[src/aat_defines.svh]
// Offsets, reset values, field codes and timing counts of the aux measurement block.
// Assumes an 8-bit memory access port with 10-bit addresses.
`ifndef AAT_DEFINES_SVH
`define AAT_DEFINES_SVH

////////////////////////////////////////////////////////////////////////////////
`define AAT_A_PROD_HI   10'h001
`define AAT_A_PROD_LO   10'h002
`define AAT_A_REV_HI    10'h003
`define AAT_A_REV_LO    10'h004
`define AAT_A_TX_MODE   10'h00d
`define AAT_A_RX_PD     10'h324
`define AAT_A_AUX_PD    10'h325
`define AAT_A_ADC_HI    10'h327
`define AAT_A_ADC_LO    10'h328
`define AAT_A_ADC_SRC   10'h359
`define AAT_A_PIN_FUNC  10'h3fa
`define AAT_A_MON_GAIN  10'h3fd

////////////////////////////////////////////////////////////////////////////////
`define AAT_RST_BYTE    8'h00
`define AAT_V_ADC_ON    8'h10
`define AAT_V_TEMP_ON   8'h02
`define AAT_V_SRC_TEMP  8'h08
`define AAT_V_MON_ON    8'hc9

////////////////////////////////////////////////////////////////////////////////
`define AAT_CLK_NS      50
`define AAT_CONV_NS     1000
`define AAT_CONV_CYC    ((`AAT_CONV_NS + `AAT_CLK_NS - 1) / `AAT_CLK_NS)

`endif

[src/aat_pkg.sv]
// Types shared by the aux measurement block.
// Assumes the radio controller encodes its state as below.
package aat_pkg;

  typedef enum logic [2:0] {
    AAT_ST_OFF   = 3'h0,
    AAT_ST_ON    = 3'h1,
    AAT_ST_RX    = 3'h2,
    AAT_ST_TX    = 3'h3,
    AAT_ST_SLEEP = 3'h4
  } aat_radio_state_t;

  typedef enum logic [1:0] {
    AAT_PH_IDLE = 2'h0,
    AAT_PH_CONV = 2'h1,
    AAT_PH_LO   = 2'h2,
    AAT_PH_HI   = 2'h3
  } aat_phase_t;

  typedef enum logic [1:0] {
    AAT_SRC_EXT  = 2'h0,
    AAT_SRC_RSSI = 2'h1,
    AAT_SRC_TEMP = 2'h2
  } aat_route_t;

  typedef enum logic [1:0] {
    AAT_TX_NORMAL   = 2'h0,
    AAT_TX_RANDOM   = 2'h1,
    AAT_TX_PREAMBLE = 2'h2,
    AAT_TX_CARRIER  = 2'h3
  } aat_tx_mode_t;

endpackage

[src/aat_aux.sv]
// Aux ADC readback, sensor routing, monitor modulator, tx test mode and id bytes.
// Assumes a same-clock memory port and radio state; the ADC sample is asynchronous.
// Function
// - Reading upper ADC result starts a readback and captures a fresh sample.
// - Sample is 8 bits: lower read gives [1:0], next upper read gives [7:2].
// - In receive state ADC is enabled and fed the signal strength level.
// - Source select register steers ADC input; 0x08 picks temperature sensor.
// - Temperature sensor powered only while aux power-down control holds 0x02.
// - One conversion takes about one microsecond.
// - Enabled monitor drives second-order sigma-delta of filter output on pin.
// - Tx test byte picks normal, random, preamble or carrier; 4-255 reserved.
// - Bytes 0x001-0x004 hold product and revision codes, high byte first.
// - Id bytes valid after power-up or wake; overwritten leaving standby on.
`timescale 1ns/1ps
`include "aat_defines.svh"

module aat_aux #(
  parameter logic [7:0] PROD_HI = 8'h5a,  // Arbitrary value
  parameter logic [7:0] PROD_LO = 8'h3c,  // Arbitrary value
  parameter logic [7:0] REV_HI  = 8'h01,  // Arbitrary value
  parameter logic [7:0] REV_LO  = 8'h02   // Arbitrary value
) (
  input  logic                      clk,
  input  logic                      sys_rst,
  input  logic [9:0]                mem_addr,
  input  logic                      mem_wr,
  input  logic                      mem_rd,
  input  logic [7:0]                mem_wdata,
  output logic [7:0]                mem_rdata,
  output logic                      mem_rvalid,
  input  aat_pkg::aat_radio_state_t radio_state,
  input  logic [7:0]                adc_sample_in,
  output logic                      adc_power_on,
  output logic                      adc_convert,
  output aat_pkg::aat_route_t       adc_route,
  output logic                      temp_sensor_power_on,
  input  logic [15:0]               filt_out,
  output logic                      monitor_output_pin,
  output logic                      monitor_output_oe_n,
  output aat_pkg::aat_tx_mode_t     tx_test_mode,
  output logic                      id_valid
);

  localparam int CONV_I = `AAT_CONV_CYC;
  // Phase leaves conversion one edge after the last count is seen
  localparam int CONV_DONE_I = CONV_I + 1;

  function automatic logic hit(input logic [9:0] a, input logic [9:0] off);
    hit = (a == off);
  endfunction

  ////////////////////////////////////////////////////////////////////////////////
  // Register file and read port
  logic [7:0] txm_reg, txm_next, rx_pd_reg, rx_pd_next, aux_pd_reg, aux_pd_next;
  logic [7:0] src_reg, src_next, pin_reg, pin_next, gain_reg, gain_next;
  logic [7:0] rdata_reg, rdata_next;
  logic       rvalid_reg, rvalid_next;
  logic [7:0] sample_reg, sample_next;
  logic       id_valid_reg, id_valid_next;

  always_comb begin
    txm_next    = txm_reg;
    rx_pd_next  = rx_pd_reg;
    aux_pd_next = aux_pd_reg;
    src_next    = src_reg;
    pin_next    = pin_reg;
    gain_next   = gain_reg;
    if (mem_wr) begin
      unique case (mem_addr)
        `AAT_A_TX_MODE:  txm_next = mem_wdata;
        `AAT_A_RX_PD:    rx_pd_next = mem_wdata;
        `AAT_A_AUX_PD:   aux_pd_next = mem_wdata;
        `AAT_A_ADC_SRC:  src_next = mem_wdata;
        `AAT_A_PIN_FUNC: pin_next = mem_wdata;
        `AAT_A_MON_GAIN: gain_next = mem_wdata;
        default: ;
      endcase
    end
    rvalid_next = mem_rd;
    rdata_next  = 8'h00;
    if (mem_rd) begin
      unique case (mem_addr)
        `AAT_A_PROD_HI:  rdata_next = id_valid_reg ? PROD_HI : 8'h00;
        `AAT_A_PROD_LO:  rdata_next = id_valid_reg ? PROD_LO : 8'h00;
        `AAT_A_REV_HI:   rdata_next = id_valid_reg ? REV_HI : 8'h00;
        `AAT_A_REV_LO:   rdata_next = id_valid_reg ? REV_LO : 8'h00;
        `AAT_A_TX_MODE:  rdata_next = txm_reg;
        `AAT_A_RX_PD:    rdata_next = rx_pd_reg;
        `AAT_A_AUX_PD:   rdata_next = aux_pd_reg;
        `AAT_A_ADC_HI:   rdata_next = {2'h0, sample_reg[7:2]};
        `AAT_A_ADC_LO:   rdata_next = {6'h00, sample_reg[1:0]};
        `AAT_A_ADC_SRC:  rdata_next = src_reg;
        `AAT_A_PIN_FUNC: rdata_next = pin_reg;
        `AAT_A_MON_GAIN: rdata_next = gain_reg;
        default:         rdata_next = 8'h00;
      endcase
    end
  end

  always_ff @(posedge clk) begin
    if (sys_rst) begin
      txm_reg    <= `AAT_RST_BYTE;
      rx_pd_reg  <= `AAT_RST_BYTE;
      aux_pd_reg <= `AAT_RST_BYTE;
      src_reg    <= `AAT_RST_BYTE;
      pin_reg    <= `AAT_RST_BYTE;
      gain_reg   <= `AAT_RST_BYTE;
      rdata_reg  <= 8'h00;
      rvalid_reg <= 1'b0;
    end else begin
      txm_reg    <= txm_next;
      rx_pd_reg  <= rx_pd_next;
      aux_pd_reg <= aux_pd_next;
      src_reg    <= src_next;
      pin_reg    <= pin_next;
      gain_reg   <= gain_next;
      rdata_reg  <= rdata_next;
      rvalid_reg <= rvalid_next;
    end
  end

  assign mem_rdata  = rdata_reg;
  assign mem_rvalid = rvalid_reg;

  ////////////////////////////////////////////////////////////////////////////////
  // ADC readback sequence
  // Sample bits are stable while sampled, so a plain two-stage sync is enough
  logic [7:0]          smp_s1_reg, smp_s2_reg;
  aat_pkg::aat_phase_t phase_reg, phase_next;
  logic [4:0]          cnt_reg, cnt_next;
  logic                rd_hi, rd_lo;
  logic                power_reg, power_next, temp_reg, temp_next;
  aat_pkg::aat_route_t route_reg, route_next;
  logic                in_rx;
  logic                conv_reg, conv_next;

  assign rd_hi = mem_rd && hit(mem_addr, `AAT_A_ADC_HI);
  assign rd_lo = mem_rd && hit(mem_addr, `AAT_A_ADC_LO);
  assign in_rx = (radio_state == aat_pkg::AAT_ST_RX);

  always_comb begin
    phase_next  = phase_reg;
    cnt_next    = cnt_reg;
    sample_next = sample_reg;
    unique case (phase_reg)
      aat_pkg::AAT_PH_IDLE: begin
        if (rd_hi) begin
          phase_next = aat_pkg::AAT_PH_CONV;
          cnt_next   = 5'h00;
        end
      end
      aat_pkg::AAT_PH_CONV: begin
        cnt_next = cnt_reg + 5'h01;
        if (cnt_reg == 5'(`AAT_CONV_CYC - 1)) begin
          sample_next = smp_s2_reg;
          phase_next  = aat_pkg::AAT_PH_LO;
        end
      end
      aat_pkg::AAT_PH_LO: begin
        if (rd_lo) begin
          phase_next = aat_pkg::AAT_PH_HI;
        end else if (rd_hi) begin
          phase_next = aat_pkg::AAT_PH_CONV;
          cnt_next   = 5'h00;
        end
      end
      aat_pkg::AAT_PH_HI: begin
        // Held sample closes the sequence only on the upper read
        if (rd_hi) begin
          phase_next = aat_pkg::AAT_PH_IDLE;
        end
      end
    endcase
    conv_next  = (phase_next == aat_pkg::AAT_PH_CONV);
    power_next = in_rx || (rx_pd_reg == `AAT_V_ADC_ON);
    temp_next  = (aux_pd_reg == `AAT_V_TEMP_ON);
    if (in_rx) begin
      route_next = aat_pkg::AAT_SRC_RSSI;
    end else if (src_reg == `AAT_V_SRC_TEMP) begin
      route_next = aat_pkg::AAT_SRC_TEMP;
    end else begin
      route_next = aat_pkg::AAT_SRC_EXT;
    end
  end

  always_ff @(posedge clk) begin
    if (sys_rst) begin
      smp_s1_reg <= 8'h00;
      smp_s2_reg <= 8'h00;
      phase_reg  <= aat_pkg::AAT_PH_IDLE;
      cnt_reg    <= 5'h00;
      sample_reg <= 8'h00;
      conv_reg   <= 1'b0;
      power_reg  <= 1'b0;
      temp_reg   <= 1'b0;
      route_reg  <= aat_pkg::AAT_SRC_EXT;
    end else begin
      smp_s1_reg <= adc_sample_in;
      smp_s2_reg <= smp_s1_reg;
      phase_reg  <= phase_next;
      cnt_reg    <= cnt_next;
      sample_reg <= sample_next;
      conv_reg   <= conv_next;
      power_reg  <= power_next;
      temp_reg   <= temp_next;
      route_reg  <= route_next;
    end
  end

  assign adc_convert          = conv_reg;
  assign adc_power_on         = power_reg;
  assign temp_sensor_power_on = temp_reg;
  assign adc_route            = route_reg;

  ////////////////////////////////////////////////////////////////////////////////
  // Monitor sigma-delta modulator
  // Wide integrators avoid wrap for half-scale input at unity gain
  logic signed [19:0] i1_reg, i1_next;
  logic signed [23:0] i2_reg, i2_next;
  logic               bit_reg, bit_next, oe_n_reg, oe_n_next;
  logic signed [15:0] x;
  logic               mon_en;

  assign mon_en = (pin_reg == `AAT_V_MON_ON);
  assign x      = $signed(filt_out) >>> gain_reg[3:0];

  always_comb begin
    i1_next   = 20'sh00000;
    i2_next   = 24'sh000000;
    bit_next  = 1'b0;
    oe_n_next = 1'b1;
    if (mon_en) begin
      i1_next   = i1_reg + 20'(x) - (bit_reg ? 20'sh08000 : -20'sh08000);
      i2_next   = i2_reg + 24'(i1_reg) - (bit_reg ? 24'sh008000 : -24'sh008000);
      bit_next  = ~i2_next[23];
      oe_n_next = 1'b0;
    end
  end

  always_ff @(posedge clk) begin
    if (sys_rst) begin
      i1_reg   <= 20'sh00000;
      i2_reg   <= 24'sh000000;
      bit_reg  <= 1'b0;
      oe_n_reg <= 1'b1;
    end else begin
      i1_reg   <= i1_next;
      i2_reg   <= i2_next;
      bit_reg  <= bit_next;
      oe_n_reg <= oe_n_next;
    end
  end

  assign monitor_output_pin  = bit_reg;
  assign monitor_output_oe_n = oe_n_reg;

  ////////////////////////////////////////////////////////////////////////////////
  // Radio state tracking: tx test mode and id validity
  aat_pkg::aat_radio_state_t prev_reg;
  aat_pkg::aat_tx_mode_t     txo_reg, txo_next;
  logic                      tx_entry, leave_on, leave_sleep;

  assign tx_entry    = (radio_state == aat_pkg::AAT_ST_TX) && (prev_reg != aat_pkg::AAT_ST_TX);
  assign leave_on    = (prev_reg == aat_pkg::AAT_ST_ON) && (radio_state != aat_pkg::AAT_ST_ON);
  assign leave_sleep = (prev_reg == aat_pkg::AAT_ST_SLEEP)
                       && (radio_state != aat_pkg::AAT_ST_SLEEP);

  always_comb begin
    txo_next = txo_reg;
    // Latched only at entry; later writes wait for the next entry
    if (radio_state != aat_pkg::AAT_ST_TX) begin
      txo_next = aat_pkg::AAT_TX_NORMAL;
    end else if (tx_entry) begin
      txo_next = (txm_reg > 8'h03) ? aat_pkg::AAT_TX_NORMAL
                                   : aat_pkg::aat_tx_mode_t'(txm_reg[1:0]);
    end
    id_valid_next = id_valid_reg;
    if (leave_sleep) begin
      id_valid_next = 1'b1;
    end else if (leave_on) begin
      id_valid_next = 1'b0;
    end
  end

  always_ff @(posedge clk) begin
    if (sys_rst) begin
      prev_reg     <= aat_pkg::AAT_ST_OFF;
      txo_reg      <= aat_pkg::AAT_TX_NORMAL;
      id_valid_reg <= 1'b1;
    end else begin
      prev_reg     <= radio_state;
      txo_reg      <= txo_next;
      id_valid_reg <= id_valid_next;
    end
  end

  assign tx_test_mode = txo_reg;
  assign id_valid     = id_valid_reg;
endmodule

[config.mk]
export PLATFORM = sky130hd
export DESIGN_NAME = aat_aux
export DESIGN_NICKNAME = d
export VERILOG_FILES = /design/src/aat_pkg.sv /design/src/aat_aux.sv
export VERILOG_INCLUDE_DIRS = /design/src
export SDC_FILE = /design/constraint.sdc
export NUM_CORES = 1
export LEC_CHECK = 0
export ABC_CLOCK_PERIOD_IN_PS = 6400
export CAP_MARGIN = 20
export CORE_MARGIN = 2
export CORE_UTILIZATION = 53
export DETAILED_ROUTE_END_ITERATION = 7
export DONT_BUFFER_PORTS = 1
export HOLD_SLACK_MARGIN = 0.1
export PLACE_DENSITY_LB_ADDON = 0.05
export SLEW_MARGIN = 0
export SYNTH_ARGS = -nofsm -noshare
export SYNTH_HDL_FRONTEND = slang
export SYNTH_SLANG_ARGS = --single-unit
[constraint.sdc]
create_clock -name clk -period 6.4 [get_ports clk]
set_input_delay 1.28 -clock clk [delete_from_list [all_inputs] [get_ports clk]]
set_output_delay 1.28 -clock clk [all_outputs]
set_load 0.02 [all_outputs]
; ---- Word level (Yosys, flattened, before mapping)
; Cells that the tools add are included.
[classes]
n_eq_ne = 30
n_mux = 19
n_shift = 1
mul = 0
n_addsub = 5
bitwise = 3
div = 0
n_reduce_logical = 21
magnitude_cmp = 1
[op_table]
columns = cell, count
row1 = one-hot mux 8 bit (12 select lines), 1
row2 = equality test 10 bit (second input constant), 7
row3 = adder 24 x 20 -> 24 bit, 1
row4 = 2-to-1 mux 24 bit, 1
row5 = subtractor 24 bit, 1
row6 = adder 20 x 16 -> 20 bit, 1
row7 = equality test 10 x 2 -> 1 bit (second input constant), 2
row8 = 2-to-1 mux 20 bit, 1
row9 = subtractor 20 bit, 1
row10 = AND reduction 2 bit, 8
row11 = >>> shifter 16 x 4 -> 16 bit, 1
row12 = one-hot mux 5 bit (3 select lines), 1
row13 = 2-to-1 mux 2 bit, 7
row14 = equality test 10 x 1 -> 1 bit (second input constant), 1
row15 = equality test 10 x 3 -> 1 bit (second input constant), 1
row16 = equality test 10 x 4 -> 1 bit (second input constant), 1
row17 = 2-to-1 mux 5 bit, 2
row18 = OR reduction 2 bit, 5
row19 = equality test 8 x 2 -> 1 bit (second input constant), 1
row20 = equality test 8 x 4 -> 1 bit (second input constant), 1
row21 = equality test 8 x 5 -> 1 bit (second input constant), 1
row22 = equality test 8 bit (second input constant), 1
row23 = greater-than comparator 8 x 2 -> 1 bit (second input constant), 1
row24 = one-hot mux 2 bit (4 select lines), 1
row25 = other kinds (19), 31
[word_totals]
n_memories = 0
regBits = 145
mem_bits_ro = 0
mem_bits_rw = 0
latchBits = 0

; ---- Logic depth before layout (Yosys ltp)
; Gate-level depths: netlist of the first run.
[logic_depth]
ltp_word = 6
depth_mapped = 18
mapped_depth_nobuf = 17

; ---- Worst setup path after synthesis of the first run
; OpenSTA, ideal clock, no wires.
[synth_timing]
path_kind = input port to flip-flop
start = input port filt_out[15]
end = register i1_reg[14]
setup_time_ns = 0.128
path_stages = 15
t_required_ns = 6.272
setup_slack_ns = 2.247
arrival_ns = 4.026
path_cell_list = inv_1 nand2_1 o211ai_1 o21a_1 mux4_2 ha_1 inv_1 ha_1 a21oi_1 inv_1 a221oi_1 a31oi_1 a21boi_0 xor2_1 nor2_1
[synth_via]
elab_chain_cells = 3
[synth_lines]
columns = element, line_no
row1 = "start, declared", aat_aux.sv:37  ; input logic [15:0] filt_out,
row2 = >>> shifter 16 x 4 -> 16 bit, aat_aux.sv:225  ; assign x = $signed(filt_out) >>> gain_reg[3:0];
row3 = adder 20 x 16 -> 20 bit, aat_aux.sv:233  ; i1_next = i1_reg + 20'(x) - (bit_reg ? 20'sh08000 : -20'sh08000);
row4 = subtractor 20 bit, aat_aux.sv:233
row5 = "end signal, assigned", aat_aux.sv:247  ; i1_reg <= i1_next;
row6 = "end, declared", aat_aux.sv:218  ; logic signed [19:0] i1_reg, i1_next;
; Every way passes these cells.
; A chain may end at the register's enable or synchronous reset.

; ---- Worst setup path in the final report of the first run
[layout_timing]
start = register gain_reg[0]
end = register i1_reg[14]
[layout_via]
elab_chain_cells = 3
[layout_lines]
columns = element, line_no
row1 = "start, declared", aat_aux.sv:55  ; logic [7:0] src_reg, src_next, pin_reg, pin_next, gain_reg, gain_next;
row2 = "start signal, assigned", aat_aux.sv:107  ; gain_reg <= `AAT_RST_BYTE;
row3 = "start signal, assigned", aat_aux.sv:116  ; gain_reg <= gain_next;
row4 = >>> shifter 16 x 4 -> 16 bit, aat_aux.sv:225
row5 = adder 20 x 16 -> 20 bit, aat_aux.sv:233
row6 = subtractor 20 bit, aat_aux.sv:233
; Every way passes these cells.

==> flow_metrics.env, run 1 <==
export IMPL_fin_setup_tns_ns=0
export IMPL_max_cap_viol_count=0
export IMPL_wl_per_cell_um=16.1
export IMPL_synthCells=1076
export IMPL_synth_edf_count=0
export IMPL_async_flop_share_pct=0
export IMPL_ys_ff_latch=145
export IMPL_setup_violations=0
export IMPL_yosysMostFrequentCell="dfxtp_1"
export IMPL_grt_pass1_vias=6882
export IMPL_synth_distinct_cells=68
export IMPL_finalPower_mw=2.02
export IMPL_hold_buffers=0
export IMPL_worst_setup_path_start_kind="flip-flop"
export IMPL_timing_fmax_ghz=0.222
export IMPL_cts_resized_gates=0
export IMPL_synth_area_um2=8650
export IMPL_worst_setup_path_end_kind="flip-flop"
export IMPL_antenna_found_initial=0
export IMPL_ys_warn_count=0
export IMPL_routed_wl_um=20700
export IMPL_clock_latency_ns=0.43
export IMPL_die_area_um2=17400
export IMPL_numCtsBuffers=17
export IMPL_synth_area_leaders="dfxtp_1, ha_1, a21oi_1, nand2_1, inv_1"
export IMPL_portBuffers=0
export IMPL_skew_ns=0.0110
export IMPL_antenna_left=0
export IMPL_required_ns=6.70
export IMPL_drc=0
export IMPL_start_util_pct=54.3
export IMPL_synth_nets=1209
export IMPL_cts_root_buf="clkbuf_16"
export IMPL_postCtsSetupRepairBufs=0
export IMPL_yosys_top_cells_count="dfxtp_1, nand2_1, a21oi_1"
export IMPL_crit_arrival_ns=4.81
export IMPL_area_growth_pct=8.55
export IMPL_htreeDepth=4
export IMPL_track_usage_pct=24.5
export IMPL_clockBufferDepth=2
export IMPL_layout_drive_gt1_share_pct=5.70
export IMPL_nets=1191
export IMPL_hold_violations=0
export IMPL_firstDrtPassIters=6
export IMPL_dp_hpwl_um=15200
export IMPL_clkTransAtPathRegs_ns=0.07
export IMPL_grt_pass1_wl_um=34500
export IMPL_slew_violations=0
export IMPL_holdWs_ns=0.437
export IMPL_power_leakage_nw=3.79
export IMPL_min_delay_path_class="reg2reg"
export IMPL_drt_initial_drc_count=531
export IMPL_power_density_nw_per_um2=215
export IMPL_cts_sinks=145
export IMPL_criticalPathCategory="reg2reg"
export IMPL_fin_crit_ns=4.51
export IMPL_cts_tree="yes"
export IMPL_fp_row_count=46
export IMPL_overflow=0
export IMPL_max_slew_worst_pin_slew_ns=0.908
export IMPL_viasPerCell=5.63
export IMPL_synth_top_area_share_pct=33.5
export IMPL_fin_area_um2=9390
export IMPL_rr_worst_depth=13
export IMPL_ios=68
export IMPL_grt_setup_unrepaired="false"
export IMPL_core_um2=15900
export IMPL_die_w_um=132
export IMPL_fin_crit_sh_pct=70.4
export IMPL_grt_max_degree=87
export IMPL_postPlaceCellArea_um2=8800
export IMPL_hold_depth=1
export IMPL_outcome="completed"
export IMPL_die_y_um=132
export IMPL_netlist_top_cell_by_area="dfxtp_1"
export IMPL_seq_area_frac_synth_pct=33.5
export IMPL_syn_area_per_cell_um2=8.04
export IMPL_largest_reg_flops=24
export IMPL_slew_headroom_pct=39.2
export IMPL_antenna_cells=0
export IMPL_vias=7247
export IMPL_max_vdd_ir_drop_v=0.000219
export IMPL_ys_flop_type="dfxtp_1"
export IMPL_cp_max_fo=22
export IMPL_globalplace_congestion=0.900
## layout make-up
class,instances,area [µm²]
fillers,1543,6550
multi-input cells,786,5200
flip-flops and latches,145,2900
clock buffers,17,425
inverters,102,383
well taps,216,270
clock inverters,15,165
repair buffers,6,45.0
## per-stage QoR
stage | instances | util [%] | setup slack [ns]
after floorplan | 1076 | - | 2.25
after global placement | 1255 | 55.2 | 1.84
after detailed placement | 1255 | 55.2 | 1.79
after CTS | 1287 | 58.9 | 1.91
after global routing | 1287 | 58.9 | 1.46
final | 1287 | 58.9 | 1.89
## worst max-delay path, stage by stage, from the launching register on
cell	delay (ns)
dfxtp_1	0.78
clkinv_1	0.42
mux2_2	0.39
mux4_2	0.47
ha_1	0.28
inv_1	0.04
ha_1	0.33
a21oi_1	0.18
inv_1	0.05
a221oi_1	0.63
a31oi_1	0.31
a21boi_0	0.27
xor2_1	0.17
nor2_1	0.05
## where the power goes
| part | leakage [nW] | internal (mW) | switching, mW |
|---|---|---|---|
| clock network | 0.290 | 0.523 | 0.459 |
| logic | 2.33 | 0.0569 | 0.0706 |
| registers | 1.17 | 0.909 | 0.00402 |
| total | 3.79 | 1.49 | 0.534 |
## cell families after synthesis
| family | share of synthesized area (%) |
|---|---|
| buffers and inverters | 6.48 |
| adders and majority gates | 13.0 |
| and+or+nand+nor | 20.2 |
| AOI/OAI and AO/OA | 18.3 |
| muxes | 4.12 |
| xor gates and xnor gates | 4.35 |
| DFF | 33.5 |
## metal layers
layer	track usage, %	up-vias	part of all wire, %
met1	29.2	3348	42
met2	43.6	170	50
met5	0	-	0
met4	8.64	0	2.8
li1	-	3694	-
met3	5.34	35	4.9
## worst paths after layout
check | start | end | slack [ns]
worst min register to register | smp_s1_reg[3] | smp_s2_reg[3] | 0.44
worst min-delay path | smp_s1_reg[3] | smp_s2_reg[3] | 0.44
worst max-delay path | gain_reg[0] | i1_reg[14] | 1.89
worst max register to register | gain_reg[0] | i1_reg[14] | 1.89
## cell usage in the layout (no fill, tap or decap), types with 4 or more instances in the layout
master	n
dfxtp_1	145
nand2_1	113
a21oi_1	111
inv_1	101
nor2_1	97
ha_1	74
nand3_1	54
o21ai_0	43
nor2b_1	30
xnor2_1	23
mux2i_1	21
xor2_1	20
clkbuf_16	17
a21o_1	15
nor3_1	14
a22oi_1	13
o21a_1	12
a31oi_1	12
nand2b_1	11
fa_1	10
mux2_2	9
nor4_1	8
nand4_1	7
and3_1	7
buf_4	6
and2_1	5
o211ai_1	5
a222oi_1	5
a221oi_1	5
inv_6	5
o31a_1	4
nand4b_1	4
o21bai_1	4
clkinv_8	4
Note: power is estimated with default switching activity, not from simulation.
==> inputs of run 2 (changes only) <==
--- a/config.mk
+++ b/config.mk
@@ -6,7 +6,7 @@
 export SDC_FILE = /design/constraint.sdc
 export NUM_CORES = 1
 export LEC_CHECK = 0
-export ABC_CLOCK_PERIOD_IN_PS = 6400
+export ABC_CLOCK_PERIOD_IN_PS = 3700
 export CAP_MARGIN = 20
 export CORE_MARGIN = 2
 export CORE_UTILIZATION = 53
==> constraint.sdc (replaced) <==
create_clock -name clk -period 3.7 [get_ports clk]
set_input_delay 0.74 -clock clk [delete_from_list [all_inputs] [get_ports clk]]
set_output_delay 0.74 -clock clk [all_outputs]
set_load 0.02 [all_outputs]
==> run 2 against run 1 <==
Against the previous run: first-iteration DRC count shrank 13%; register-to-register slack got worse by 1.7 ns; largest power group unchanged; total power increased by 73%; critical endpoint unchanged; sequential power up 73%; global-route usage up 0.46 points; via count grew 1.9%; largest cell class unchanged; flip-flop and latch count did not move; cell area rose by 1.4%.
==> flow_metrics.env, run 2 (same netlist as run 1, synthesis figures left out) <==
export IMPL_outcome="completed"
export IMPL_criticalPathCategory="reg2reg"
export IMPL_place_ws_ns=0.0149
export IMPL_power_density_nw_per_um2=368
export IMPL_hold_violations=0
export IMPL_worst_setup_path_end_kind="flip-flop"
export IMPL_fill_cells=1516
export IMPL_antenna_cells=0
export IMPL_track_usage_pct=25.0
export IMPL_dp_hpwl_um=15500
export IMPL_cp_max_fo=22
export IMPL_postPlaceCellArea_um2=8930
export IMPL_min_delay_start="sys_rst"
export IMPL_hold_buffers=0
export IMPL_die_y_um=132
export IMPL_mostFrequentLayoutCells="dfxtp_1, nand2_1, a21oi_1"
export IMPL_reg2reg_to="i1_reg[14]"
export IMPL_htreeDepth=4
export IMPL_multiInputGateArea_um2=5200
export IMPL_core_um2=15900
export IMPL_nets=1207
export IMPL_crit_end="i1_reg[14]"
export IMPL_instances_no_fill=1303
export IMPL_vias=7388
export IMPL_die_area_um2=17400
export IMPL_seqCellArea_um2=2900
export IMPL_p_seq_share_pct=45.1
export IMPL_setup_violations=0
export IMPL_layout_setup_ws_ns=0.197
export IMPL_layout_drive_gt1_share_pct=7.18
export IMPL_required_ns=4.00
export IMPL_max_cap_viol_count=0
export IMPL_cts_tree="yes"
export IMPL_rr_worst_depth=15
export IMPL_finalPower_mw=3.50
export IMPL_drc=0
export IMPL_cts_sinks=145
export IMPL_fin_setup_tns_ns=0
export IMPL_routed_wl_um=21100
export IMPL_min_delay_path_class="in2reg"
export IMPL_fin_crit_sh_pct=94.7
export IMPL_final_util_pct=59.7
export IMPL_grt_max_degree=87
export IMPL_largest_reg_flops=24
export IMPL_crit_reg2reg_launch="gain_reg[1]"
export IMPL_cp_startpoint="gain_reg[1]"
export IMPL_overflow=0
export IMPL_fp_row_count=46
export IMPL_clkTransAtPathRegs_ns=0.07
export IMPL_p_sw_mw=0.919
export IMPL_antenna_found_initial=0
export IMPL_grt_pass1_vias=7328
export IMPL_cpPeakStageDelay_ns=0.47
export IMPL_antenna_left=0
export IMPL_die_w_um=132
export IMPL_numCtsBuffers=17
export IMPL_portBuffers=0
export IMPL_combPwrFrac_pct=6.7
export IMPL_firstDrtPassIters=6
export IMPL_path_cells="buf_12 -> mux2i_1 -> mux2_2 -> mux4_2 -> ha_1 -> inv_1 -> ha_1 -> a21oi_1 -> inv_1 -> a221oi_1 -> buf_4 -> a31oi_1 -> a21boi_0 -> xor2_1 -> nor2_1"
export IMPL_critPathSlowestCell="mux4_2"
export IMPL_slew_violations=0
export IMPL_max_vdd_ir_drop_v=0.000375
export IMPL_clock_latency_ns=0.43
export IMPL_dp_cells=1271
export IMPL_timing_fmax_ghz=0.286
export IMPL_cts_root_buf="clkbuf_16"
export IMPL_grt_pass1_wl_um=35200
export IMPL_slew_headroom_pct=45.8
export IMPL_fin_crit_ns=3.50
export IMPL_p_int_mw=2.58
export IMPL_max_slew_worst_pin_slew_ns=0.808
export IMPL_r2r_setup_slack_ns=0.20
export IMPL_mostFrequentLayoutCell="dfxtp_1"
export IMPL_wl_per_cell_um=16.2
export IMPL_clockBufferDepth=2
export IMPL_clock_power_share_pct=48.2
export IMPL_power_leakage_nw=3.87
export IMPL_ios=68
export IMPL_area_growth_pct=10.1
export IMPL_swShare_pct=26.2
export IMPL_crit_arrival_ns=3.81
export IMPL_grt_setup_unrepaired="false"
export IMPL_skew_ns=0.0104
export IMPL_globalplace_congestion=0.877
export IMPL_worst_setup_path_start_kind="flip-flop"
export IMPL_viasPerCell=5.67
export IMPL_drt_initial_drc_count=464
export IMPL_start_util_pct=54.3
export IMPL_holdWs_ns=0.374
export IMPL_fin_area_um2=9530
-- run 2: what timing repair did --
item | CTS | global route
endpoints found under the setup margin | 0 | 2
resized for setup | 0 | 2
setup buffers | 0 | 0
-- run 2: power by group through the flow --
stage               Clock [mW]  Sequential [mW]  Combinational [mW]
floorplan                    0             1.61               0.202
global placement             0             1.61               0.228
detailed placement           0             1.61               0.229
CTS                       1.72             1.58               0.232
global route              1.79             1.58               0.264
finish                    1.69             1.58               0.235
-- run 2: cell type report --
| type | count | area share [%] |
|---|---|---|
| Clock inverter | 15 | 1.69 |
| Timing Repair Buffer | 22 | 1.87 |
| Tap cell | 216 | 2.84 |
| Sequential cell | 145 | 30.5 |
| Multi-Input combinational cell | 786 | 54.6 |
| Clock buffer | 17 | 4.47 |
| Inverter | 102 | 4.02 |
-- run 2: layer usage --
metal / global-route usage [%] / share of wire, %
met2: 44.2 / 50
met1: 29.2 / 42
met5: 0 / 0
met3: 5.15 / 4.1
met4: 11.2 / 3.8
-- run 2: worst min path at each step --
stage	to	slack (ns)	depth (start not counted)
after global placement	smp_s2_reg[2]	0.42	1
after CTS	prev_reg[0]	0.36	1
after global routing	smp_s1_reg[5]	0.35	1
after floorplan	temp_sensor_power_on	0.41	1
final	prev_reg[2]	0.37	1
after detailed placement	smp_s2_reg[7]	0.42	1
-- run 2: worst max-delay path, delay by kind of cell (launching register included) --
family	cells	cell delay, ns
mux	3	0.89
flops	1	0.35
buf+inv	4	0.46
fa+ha+maj	2	0.59
compound gates	4	0.87
xor+xnor	1	0.17
simple gates	1	0.05
==> inputs of run 3 (changes only) <==
--- a/config.mk
+++ b/config.mk
@@ -7,9 +7,9 @@
 export NUM_CORES = 1
 export LEC_CHECK = 0
 export ABC_CLOCK_PERIOD_IN_PS = 3700
-export CAP_MARGIN = 20
 export CORE_MARGIN = 2
 export CORE_UTILIZATION = 53
+export CTS_BUF_LIST = sky130_fd_sc_hd__clkbuf_8
 export DETAILED_ROUTE_END_ITERATION = 7
 export DONT_BUFFER_PORTS = 1
 export HOLD_SLACK_MARGIN = 0.1
==> run 3 against run 2 <==
Against the previous run: die area unchanged; critical path type unchanged; clock skew increased by 0.0050 ns; highest routed layer unchanged; sequential share of layout area increased by 0.63 points.
==> flow_metrics.env, run 3 (same netlist as run 1, synthesis figures left out) <==
export IMPL_antenna_cells=0
export IMPL_overflow=0
export IMPL_p_int_mw=2.19
export IMPL_clkTransAtPathRegs_ns=0.09
export IMPL_max_vdd_ir_drop_v=0.000220
export IMPL_viasPerCell=5.65
export IMPL_power_density_nw_per_um2=327
export IMPL_fin_setup_tns_ns=0
export IMPL_final_util_pct=58.5
export IMPL_slew_headroom_pct=45.0
export IMPL_p_sw_mw=0.861
export IMPL_crit_reg2reg_launch="gain_reg[1]"
export IMPL_cp_top_family="multiplexers"
export IMPL_combPwrFrac_pct=7.6
export IMPL_timing_fmax_ghz=0.286
export IMPL_p_seq_share_pct=51.8
export IMPL_hold_path_end="prev_reg[2]"
export IMPL_largest_reg_flops=24
export IMPL_vias=7362
export IMPL_hold_depth=1
export IMPL_mostFrequentLayoutCells="dfxtp_1, nand2_1, a21oi_1"
export IMPL_cts_tree="yes"
export IMPL_max_cap_viol_count=0
export IMPL_clock_latency_ns=0.46
export IMPL_cpPeakStageDelay_ns=0.47
export IMPL_start_util_pct=54.3
export IMPL_clock_power_share_pct=40.6
export IMPL_fp_row_count=46
export IMPL_track_usage_pct=24.8
export IMPL_grt_max_degree=87
export IMPL_antenna_left=0
export IMPL_swShare_pct=28.2
export IMPL_required_ns=4.04
export IMPL_outcome="completed"
export IMPL_dp_hpwl_um=15500
export IMPL_nets=1207
export IMPL_firstDrtPassIters=6
export IMPL_drt_initial_drc_count=522
export IMPL_layout_drive_gt1_share_pct=7.18
export IMPL_drc=0
export IMPL_power_leakage_nw=3.78
export IMPL_die_w_um=132
export IMPL_cts_sinks=145
export IMPL_area_growth_pct=7.87
export IMPL_routed_wl_um=20900
export IMPL_die_area_um2=17400
export IMPL_worst_setup_path_start_kind="flip-flop"
export IMPL_reg2reg_to="i1_reg[14]"
export IMPL_seqCellArea_um2=2900
export IMPL_globalplace_congestion=0.877
export IMPL_cp_max_fo=22
export IMPL_grt_pass1_wl_um=35000
export IMPL_setup_violations=0
export IMPL_fin_crit_sh_pct=94.5
export IMPL_hold_violations=0
export IMPL_fill_cells=1538
export IMPL_crit_arrival_ns=3.84
export IMPL_slew_violations=0
export IMPL_criticalPathCategory="reg2reg"
export IMPL_antenna_found_initial=0
export IMPL_min_delay_path_class="in2reg"
export IMPL_critPathSlowestCell="mux4_2"
export IMPL_cts_root_buf="clkbuf_8"
export IMPL_core_um2=15900
export IMPL_fin_crit_ns=3.50
export IMPL_wl_per_cell_um=16.1
export IMPL_holdWs_ns=0.337
export IMPL_mostFrequentLayoutCell="dfxtp_1"
export IMPL_skew_ns=0.0154
export IMPL_min_delay_start="sys_rst"
export IMPL_rr_worst_depth=15
export IMPL_grt_pass1_vias=7287
export IMPL_die_y_um=132
export IMPL_portBuffers=0
export IMPL_max_slew_worst_pin_slew_ns=0.820
export IMPL_cp_num_buf_inv=4
export IMPL_multiInputGateArea_um2=5200
export IMPL_ios=68
export IMPL_postCtsSetupRepairBufs=0
export IMPL_clockBufferDepth=2
export IMPL_htreeDepth=4
export IMPL_numCtsBuffers=17
export IMPL_grt_setup_unrepaired="false"
export IMPL_r2r_setup_slack_ns=0.20
export IMPL_path_cells="buf_12 -> mux2i_1 -> mux2_2 -> mux4_2 -> ha_1 -> inv_1 -> ha_1 -> a21oi_1 -> inv_1 -> a221oi_1 -> buf_4 -> a31oi_1 -> a21boi_0 -> xor2_1 -> nor2_1"
export IMPL_worst_setup_path_end_kind="flip-flop"
run 3: cell counts in the layout (fill, tap and decap cells not counted):
No cell type changed its count.
run 3: worst max-delay path by stage:
stage / startpoint / end / slack (ns) / depth (start not counted)
after floorplan: filt_out[15] / i1_reg[14] / 0.09 / 15
after global placement: filt_out[7] / i1_reg[14] / 0.07 / 14
after detailed placement: filt_out[6] / i1_reg[14] / 0.01 / 14
after CTS: gain_reg[1] / i1_reg[14] / 0.19 / 15
after global routing: gain_reg[1] / i1_reg[14] / 0.01 / 15
final: gain_reg[1] / i1_reg[14] / 0.20 / 15
run 3: area by class of cell:
type                    count  share of cell area (%)
multi-input cells         786                    55.8
flip-flops and latches    145                    31.1
inverters                 102                    4.10
well taps                 216                    2.90
clock buffers              17                    2.51
repair buffers             22                    1.90
clock inverters            15                    1.73
run 3: repair_timing:
item,4_1_cts,5_1_grt
gates resized for setup,0,2
endpoints found under the setup margin,0,2
hold buffers,0,0
run 3: metal layers:
layer / vias up / share of wire [%] / global-route usage [%]
met1: 3382 / 42 / 28.8
li1: 3720 / - / -
met4: 0 / 3.3 / 10.6
met5: - / 0 / 0
met2: 210 / 50 / 44.6
met3: 50 / 4.8 / 4.77
run 3: power by group through the flow:
stage / Clock, mW / Sequential [mW] / Combinational (mW)
floorplan: 0 / 1.61 / 0.202
global placement: 0 / 1.61 / 0.228
detailed placement: 0 / 1.61 / 0.229
finish: 1.24 / 1.58 / 0.233
global route: 1.33 / 1.58 / 0.263
CTS: 1.27 / 1.58 / 0.231
run 3: worst reg2reg max path: stages (launching register included):
cell	delay, ns
dfxtp_1	0.36
buf_12	0.18
mux2i_1	0.13
mux2_2	0.30
mux4_2	0.47
ha_1	0.28
inv_1	0.04
ha_1	0.31
a21oi_1	0.18
inv_1	0.06
a221oi_1	0.27
buf_4	0.18
a31oi_1	0.17
a21boi_0	0.26
xor2_1	0.16
nor2_1	0.05
run 3: metrics by stage:
step	total power [mW]	cell area, µm²	instances	setup slack (ns)
floorplan	1.81	8650	1076	0.0869
global placement	1.84	8930	1271	0.0727
detailed placement	1.84	8930	1271	0.0149
CTS	3.08	9330	1303	0.195
global route	3.17	9330	1303	0.0122
finish	3.05	9330	1303	0.203
